## config.mk

```make
export PLATFORM = sky130hd
export DESIGN_NAME = ncib_regs
export DESIGN_NICKNAME = d
export VERILOG_FILES = /design/src/ncib_pkg.sv /design/src/ncib_pend_timer.sv /design/src/ncib_regs.sv
export VERILOG_INCLUDE_DIRS = /design/src /design/src/src
export SDC_FILE = /design/constraint.sdc
export NUM_CORES = 1
export LEC_CHECK = 0
export ABC_AREA = 1
export BUFFER_PORTS_ARGS = -buffer_cell sky130_fd_sc_hd__buf_4
export CAP_MARGIN = 15
export CORE_MARGIN = 2
export CORE_UTILIZATION = 48
export DETAILED_ROUTE_END_ITERATION = 12
export GPL_ROUTABILITY_DRIVEN = 0
export PLACE_DENSITY_LB_ADDON = 0.15
export SLEW_MARGIN = 20
export SYNTH_ARGS = -nofsm -noshare
export SYNTH_HDL_FRONTEND = slang
export SYNTH_SLANG_ARGS = --single-unit
```

## constraint.sdc

```tcl
create_clock -name clk_sys_i -period 1.51 [get_ports clk_sys_i]
set_input_delay 0.151 -clock clk_sys_i [delete_from_list [all_inputs] [get_ports clk_sys_i]]
set_output_delay 0.151 -clock clk_sys_i [all_outputs]
set_load 0.005 [all_outputs]
```

## src/ncib_cfg.svh

```systemverilog
// Offsets, field positions, reset values and timing counts for the common interrupt and buffer register slice.
`ifndef NCIB_CFG_SVH
`define NCIB_CFG_SVH

`define NCIB_ADDR_W 16
`define NCIB_OFS_IRQ_MASK_MAIN 16'h0016
`define NCIB_OFS_RETRY_TIMEOUT_HI 16'h0017
`define NCIB_OFS_RETRY_TIMEOUT_LO 16'h0018
`define NCIB_OFS_RETRY_COUNT 16'h0019
`define NCIB_OFS_RX_SIZES 16'h001A
`define NCIB_OFS_TX_SIZES 16'h001B
`define NCIB_OFS_IRQ_EVENTS_WAKE 16'h0020
`define NCIB_OFS_IRQ_MASK_WAKE 16'h0021
`define NCIB_OFS_PPP_ECHO_PERIOD 16'h0028

`define NCIB_RST_IRQ_MASK_MAIN 8'h00
`define NCIB_RST_RETRY_TIMEOUT 16'h07D0
`define NCIB_RST_RETRY_COUNT 8'h07
`define NCIB_RST_BUF_SIZES 8'h55
`define NCIB_RST_PPP_ECHO_PERIOD 8'h28

`define NCIB_MAIN_MASK_USED 8'hEF
`define NCIB_BIT_WAKE_MAGIC 0
`define NCIB_RETRY_TIMEOUT_UNIT_US 100
`define NCIB_PPP_ECHO_UNIT_MS 25
`define NCIB_PEND_TICK_CLOCKS 4
`define NCIB_PEND_DIV_LAST 2'h3

`endif

```

## src/ncib_pkg.sv

```systemverilog
// Types shared by the common interrupt and buffer register slice.
package ncib_pkg;

   typedef struct packed {
      logic [3:0] sock3;
      logic [3:0] sock2;
      logic [3:0] sock1;
      logic [3:0] sock0;
   } ncib_buf_kb_t;

   typedef struct packed {
      logic [15:0] count;
      logic [1:0] div;
   } ncib_timer_state_t;

   typedef struct packed {
      logic [7:0] irq_mask_main;
      logic [15:0] retry_timeout_default;
      logic [7:0] retry_count_default;
      logic [7:0] rx_buffer_sizes;
      logic [7:0] tx_buffer_sizes;
      logic wake_magic_flag;
      logic wake_mask;
      logic [7:0] ppp_echo_period;
      logic irq_low;
      logic [7:0] rdata;
   } ncib_state_t;

endpackage

```

## src/ncib_pend_timer.sv

```systemverilog
// Interrupt pending timer: reloads on each release of the interrupt and counts down every four clocks.
`timescale 1ns/1ps
`include "ncib_cfg.svh"

module ncib_pend_timer (
   input wire logic clk_sys_i,
   input wire logic rst_n_i,
   input wire logic reload_i,
   input wire logic [15:0] load_value_i,
   output logic [15:0] count_o,
   output logic zero_o
);

   ncib_pkg::ncib_timer_state_t s_q;
   ncib_pkg::ncib_timer_state_t s_d;

   always_comb begin
      s_d = s_q;
      if (reload_i) begin
         s_d.count = load_value_i;
         s_d.div = 2'h0;
      end else if (s_q.count != 16'h0000) begin
         s_d.div = s_q.div + 2'h1;
         if (s_q.div == `NCIB_PEND_DIV_LAST) begin
            s_d.count = s_q.count - 16'h0001;
         end
      end
   end

   always_ff @(posedge clk_sys_i or negedge rst_n_i) begin
      if (!rst_n_i) begin
         s_q <= '0;
      end else begin
         s_q <= s_d;
      end
   end

   assign count_o = s_q.count;
   assign zero_o = (s_q.count == 16'h0000);

endmodule // ncib_pend_timer

```

## src/ncib_regs.sv

```systemverilog
// Common interrupt mask, wake event, retransmission default, buffer size and echo period registers.
`timescale 1ns/1ps
`include "ncib_cfg.svh"

module ncib_regs #(
   parameter int SOCKETS = 4
) (
   input wire logic clk_sys_i,
   input wire logic rst_n_i,
   input wire logic [15:0] host_addr_i,
   input wire logic host_wr_i,
   input wire logic host_rd_i,
   input wire logic [7:0] host_wdata_i,
   output logic [7:0] host_rdata_o,
   input wire logic [7:0] irq_events_main_i,
   input wire logic wake_magic_event_i,
   input wire logic irq_global_enable_i,
   input wire logic [15:0] irq_pending_time_i,
   input wire logic [SOCKETS-1:0] socket_retry_count_zero_i,
   output logic [SOCKETS-1:0] socket_retry_count_load_o,
   output logic [7:0] retry_count_seed_o,
   output logic [15:0] retry_timeout_seed_o,
   output logic [7:0] irq_mask_main_o,
   output ncib_pkg::ncib_buf_kb_t rx_buf_kb_o,
   output ncib_pkg::ncib_buf_kb_t tx_buf_kb_o,
   output logic [7:0] ppp_echo_period_o,
   output logic irq_out_low_o
);

   localparam int RETRY_TIMEOUT_UNIT_NS = `NCIB_RETRY_TIMEOUT_UNIT_US * 1000;
   localparam int PPP_ECHO_UNIT_MS = `NCIB_PPP_ECHO_UNIT_MS;

   ncib_pkg::ncib_state_t s_q;
   ncib_pkg::ncib_state_t s_d;
   logic timer_zero;
   logic [15:0] timer_count;
   logic main_cause;
   logic wake_cause;
   logic timer_reload;

   // Size code 00, 01, 10, 11 selects 1, 2, 4, 8 kilobytes.
   function automatic logic [3:0] size_kb(input logic [1:0] code);
      size_kb = 4'h1 << code;
   endfunction

   function automatic logic [7:0] read_reg(input logic [15:0] addr, input ncib_pkg::ncib_state_t st);
      case (addr)
         `NCIB_OFS_IRQ_MASK_MAIN: read_reg = st.irq_mask_main;
         `NCIB_OFS_RETRY_TIMEOUT_HI: read_reg = st.retry_timeout_default[15:8];
         `NCIB_OFS_RETRY_TIMEOUT_LO: read_reg = st.retry_timeout_default[7:0];
         `NCIB_OFS_RETRY_COUNT: read_reg = st.retry_count_default;
         `NCIB_OFS_RX_SIZES: read_reg = st.rx_buffer_sizes;
         `NCIB_OFS_TX_SIZES: read_reg = st.tx_buffer_sizes;
         `NCIB_OFS_IRQ_EVENTS_WAKE: read_reg = {7'h00, st.wake_magic_flag};
         `NCIB_OFS_IRQ_MASK_WAKE: read_reg = {7'h00, st.wake_mask};
         `NCIB_OFS_PPP_ECHO_PERIOD: read_reg = st.ppp_echo_period;
         default: read_reg = 8'h00;
      endcase
   endfunction

   // Bit 4 of the main event register is reserved and is masked out even if software sets it.
   assign main_cause = |(irq_events_main_i & s_q.irq_mask_main & `NCIB_MAIN_MASK_USED);
   assign wake_cause = s_q.wake_magic_flag & s_q.wake_mask;

   always_comb begin
      s_d = s_q;
      if (host_wr_i) begin
         case (host_addr_i)
            `NCIB_OFS_IRQ_MASK_MAIN: s_d.irq_mask_main = host_wdata_i & `NCIB_MAIN_MASK_USED;
            `NCIB_OFS_RETRY_TIMEOUT_HI: s_d.retry_timeout_default[15:8] = host_wdata_i;
            `NCIB_OFS_RETRY_TIMEOUT_LO: s_d.retry_timeout_default[7:0] = host_wdata_i;
            `NCIB_OFS_RETRY_COUNT: s_d.retry_count_default = host_wdata_i;
            `NCIB_OFS_RX_SIZES: s_d.rx_buffer_sizes = host_wdata_i;
            `NCIB_OFS_TX_SIZES: s_d.tx_buffer_sizes = host_wdata_i;
            `NCIB_OFS_IRQ_EVENTS_WAKE: begin
               if (host_wdata_i[`NCIB_BIT_WAKE_MAGIC]) begin
                  s_d.wake_magic_flag = 1'b0;
               end
            end
            `NCIB_OFS_IRQ_MASK_WAKE: s_d.wake_mask = host_wdata_i[`NCIB_BIT_WAKE_MAGIC];
            `NCIB_OFS_PPP_ECHO_PERIOD: s_d.ppp_echo_period = host_wdata_i;
            default: s_d.irq_mask_main = s_q.irq_mask_main;
         endcase
      end
      // The hardware set comes after the host clear so that a packet arriving in the clearing cycle is kept.
      if (wake_magic_event_i) begin
         s_d.wake_magic_flag = 1'b1;
      end
      s_d.irq_low = irq_global_enable_i & (main_cause | wake_cause) & timer_zero;
      if (host_rd_i) begin
         s_d.rdata = read_reg(host_addr_i, s_q);
      end
   end

   always_ff @(posedge clk_sys_i or negedge rst_n_i) begin
      if (!rst_n_i) begin
         s_q.irq_mask_main <= `NCIB_RST_IRQ_MASK_MAIN;
         s_q.retry_timeout_default <= `NCIB_RST_RETRY_TIMEOUT;
         s_q.retry_count_default <= `NCIB_RST_RETRY_COUNT;
         s_q.rx_buffer_sizes <= `NCIB_RST_BUF_SIZES;
         s_q.tx_buffer_sizes <= `NCIB_RST_BUF_SIZES;
         s_q.wake_magic_flag <= 1'b0;
         s_q.wake_mask <= 1'b0;
         s_q.ppp_echo_period <= `NCIB_RST_PPP_ECHO_PERIOD;
         s_q.irq_low <= 1'b0;
         s_q.rdata <= 8'h00;
      end else begin
         s_q <= s_d;
      end
   end

   // The timer restarts only on a release, so it stays at zero for as long as the output is held low.
   assign timer_reload = s_q.irq_low & ~s_d.irq_low;

   ncib_pend_timer u_pend_timer (
      .clk_sys_i(clk_sys_i),
      .rst_n_i(rst_n_i),
      .reload_i(timer_reload),
      .load_value_i(irq_pending_time_i),
      .count_o(timer_count),
      .zero_o(timer_zero)
   );

   // Sockets own their counters; this slice only flags the reload and supplies the seeds.
   assign socket_retry_count_load_o = socket_retry_count_zero_i;
   assign retry_count_seed_o = s_q.retry_count_default;
   assign retry_timeout_seed_o = s_q.retry_timeout_default;
   assign irq_mask_main_o = s_q.irq_mask_main;
   assign ppp_echo_period_o = s_q.ppp_echo_period;
   assign rx_buf_kb_o = {size_kb(s_q.rx_buffer_sizes[7:6]), size_kb(s_q.rx_buffer_sizes[5:4]),
                         size_kb(s_q.rx_buffer_sizes[3:2]), size_kb(s_q.rx_buffer_sizes[1:0])};
   assign tx_buf_kb_o = {size_kb(s_q.tx_buffer_sizes[7:6]), size_kb(s_q.tx_buffer_sizes[5:4]),
                         size_kb(s_q.tx_buffer_sizes[3:2]), size_kb(s_q.tx_buffer_sizes[1:0])};
   assign host_rdata_o = s_q.rdata;
   assign irq_out_low_o = ~s_q.irq_low;
endmodule // ncib_regs

```

==> flow_summary.toml <==
[run_status]
status = "complete, but fails checks"
violations = "negative hold slack, negative setup slack"

[clock_network]
htreeDepth = 3
clockBufferDepth = 2
cts_tree = "built"
cts-root-buf = "clkbuf_8"
clock_latency_ps = 370
cts_sinks = 84
cts_made_buffers = 9
clkTransAtPathRegs_ps = 80

[power]
switching_share = 0.292
ir_drop_v = 0.000468
p_seq_frac = 0.472
cellInternalPower_mw = 3.72
power_frac_comb = 0.209
power.leakage_nw = 3.40
powerDensity_mw_per_mm2 = 782
p_total_mw = 5.25
p_sw_mw = 1.53
clockPowerShare = 0.319

[logic_synthesis]
synth-adder-area-share = 0.00476
syn_inst = 692
synth-compound-area-share = 0.0785
syn_area_per_cell_um2 = 7.60
yosys_warnings = 0
synth_seq_cells = 84
synth_xor_xnor_area_share = 0.0200
synth_top_family_by_area = "simple AND/OR/NAND/NOR gates"
synth_simple_gate_area_frac = 0.331
synth.area.top_cells = "dfrtp_1 31%, nand2_1 13%, dfstp_2 9.5%"
syn-num-nets = 752
yosys.area.top_type = "dfrtp_1"
yosysUniqueCellTypes = 35
synth_mux_area_frac = 0.00428
ys_seq_area_frac = 0.404
synth_area_mm2 = 0.00526
synth_top_area_frac = 0.309

[global_routing]
grt_pass1_wl_um = 22400
grt_max_degree = 31
grt_pass1_vias = 4499
track_usage = 0.251
grt-ovfl-total = 0
antenna_found_initial = 0

[floorplanning]
num_io_pins = 143
num_rows = 38
die-area_mm2 = 0.0118
die_h_um = 109
die_x_um = 109
core_area_mm2 = 0.0107
start_util = 0.490

[layout]
fin_util = 0.624
nNetsFinal = 880
areaGrowthSynthToFinish_pct = 27.5
drive_gt1_frac = 0.341
fill_cells = 947
final_cells = 965
diodes = 0

[detailed_routing]
dr_wl_met2_um = 7240
dr.pass1.iters = 5
drt_iter0_markers = 270
viasPerCell = 5.13
highest_layer = "met4"
wl_per_cell_um = 15.4
wl_met3_um = 787
drc = 0
antenna_left = 0
wl_met1_um = 6510
vias = 4948
wl_um = 14800

[sta]
finalCritPeriodShare = 1.07
max_slew.worst_pin.slew_ps = 501
setup_viol = 17
relSlewSlack = 0.666
fin_crit_ps = 1610
rsz0062_at_grt = "yes"
finalClockSkew_ps = 7.88
fmax_ghz = 0.619
finalHoldViolations = 4
whs_ps = -5.05
setup_ws_ps = -105
drv_slew = 0

[critical_path]
path_class = "reg -> reg"
crit_fanout = 8
r2r_cells = 9
required_ps = 1810
critPathLaunchType = "flip-flop"
r2r_end = "u_pend_timer.count_o[0]$_DFFE_PN0P_"
worstPathArrival_ps = 1920
r2r-start = "u_pend_timer.count_o[0]$_DFFE_PN0P_"
end_kind = "flip-flop"
r2r_setup_slack_ps = -100

[placed_design]
pre_cts_slack_ps = -95.1
place_inst = 940
dp_hpwl_um = 11100
numPortBuffers = 132

[min_path]
whs_path_depth = 3
hold_class = "in -> reg"
min_to = "u_pend_timer.count_o[14]$_DFFE_PN0P_"
hold_start = "irq_pending_time_i[14]"

[flow_run]
drv_cap = 0
==> logic make-up after synthesis <==
group	after synthesis
xor+xnor	12
buf+inv	140
compound gates	73
simple gates	378
other cells	1
fa+ha+maj	2
flops	84
mux	2
==> critical path: stages, from the launching register on <==
cell and delay, ps:
dfrtp_1 420, inv_2 100, ha_4 160, nand3_4 100, nor2_4 120, nand4_1 170, nand2_4 180, buf_6 160
nand3_2 70, nand3_1 80
==> stage by stage <==
step	hold slack [ps]	area, um^2	setup TNS [ps]
after global routing	-9.59	6710	-2940
after detailed placement	130	6290	-1550
after global placement	129	6290	-602
after CTS	1.58	6620	-643
after floorplan	-145	5290	0
final	-5.05	6710	-1340
==> power groups by stage <==
stage | clock [mW] | sequential, mW | combinational [mW]
6_report | 1.68 | 2.47 | 1.10
5_1_grt | 1.80 | 2.49 | 1.20
4_1_cts | 1.68 | 2.46 | 1.01
3_5_place_dp | 0 | 2.50 | 0.911
3_3_place_gp | 0 | 2.50 | 0.880
2_1_floorplan | 0 | 2.50 | 0.451
==> worst max path at each step <==
| stage | startpoint | to |
|---|---|---|
| finish | u_pend_timer.count_o[0]$_DFFE_PN0P_ | u_pend_timer.count_o[0]$_DFFE_PN0P_ |
| CTS | u_pend_timer.count_o[0]$_DFFE_PN0P_ | u_pend_timer.count_o[13]$_DFFE_PN0P_ |
| floorplan | u_pend_timer.count_o[1]$_DFFE_PN0P_ | u_pend_timer.count_o[5]$_DFFE_PN0P_ |
| global route | u_pend_timer.count_o[0]$_DFFE_PN0P_ | u_pend_timer.count_o[0]$_DFFE_PN0P_ |
| detailed placement | u_pend_timer.count_o[1]$_DFFE_PN0P_ | u_pend_timer.count_o[7]$_DFFE_PN0P_ |
| global placement | u_pend_timer.count_o[1]$_DFFE_PN0P_ | u_pend_timer.count_o[3]$_DFFE_PN0P_ |
==> synthesized netlist by cell type (all sizes together) <==
cell    count
mux2        2
dfstp      19
conb        1
a21oi       1
ha          2
o21ai      57
o21a       12
a21o        1
buf        71
a31oi       1
nor3        2
nand4      19
inv        69
nand3      70
nand2     186
nand3b      2
nor2       99
xnor2       3
dfrtp      65
xor2        9
o31ai       1
==> layer usage <==
metal  GRT usage  vias to the layer above
li1            -                     2417
met1       0.337                     2340
met2       0.410                      169
met3      0.0341                       22
met4      0.0989                        0
met5           0                        -
==> sequential cells by signal (all words and copies together) (netlist names) <==
name / count
retry_count_seed_o: 8
s_q: 19
u_pend_timer.s_q: 2
u_pend_timer.count_o: 16
irq_mask_main_o: 7
retry_timeout_seed_o: 16
ppp_echo_period_o: 8
host_rdata_o: 8
==> final cells by class <==
class,count,area (um^2),share of cell area
flip-flops and latches,84,2130,0.317
clock inverters,2,35.0,0.00522
well taps,140,175,0.0261
clock buffers,14,163,0.0242
multi-input cells,468,2450,0.366
repair buffers,188,1490,0.222
inverters,69,264,0.0394
==> cell usage in the layout (no fill, tap or decap), types with 3 or more instances in the layout <==
master / Yosys / final
nand2_1: 179 / 176
buf_4: 57 / 175
nor2_1: 80 / 76
dfrtp_1: 65 / 65
inv_1: 65 / 63
nand3_1: 64 / 54
o21ai_0: 34 / 34
o21ai_1: 21 / 21
dfstp_2: 19 / 19
nand4_1: 17 / 17
nand3_2: 6 / 15
nor2_4: 7 / 12
o21a_1: 12 / 12
clkbuf_8: 0 / 11
nor2_2: 11 / 10
xor2_1: 9 / 8
inv_2: 4 / 5
nand2_4: 3 / 5
nand2_2: 4 / 5
buf_6: 9 / 5
dlygate4sd3_1: 0 / 4
buf_12: 0 / 4
xnor2_1: 3 / 3
clkbuf_1: 0 / 3
==> timing repair <==
item | in CTS | in global routing
hold endpoints to repair | 22 | 0
hold buffers | 4 | 0
pin swaps | 12 | 10
resized for setup | 16 | 16
buffers inserted | 4 | 2
setup endpoints to repair | 18 | 18
Power figures use the tool's default switching activity.
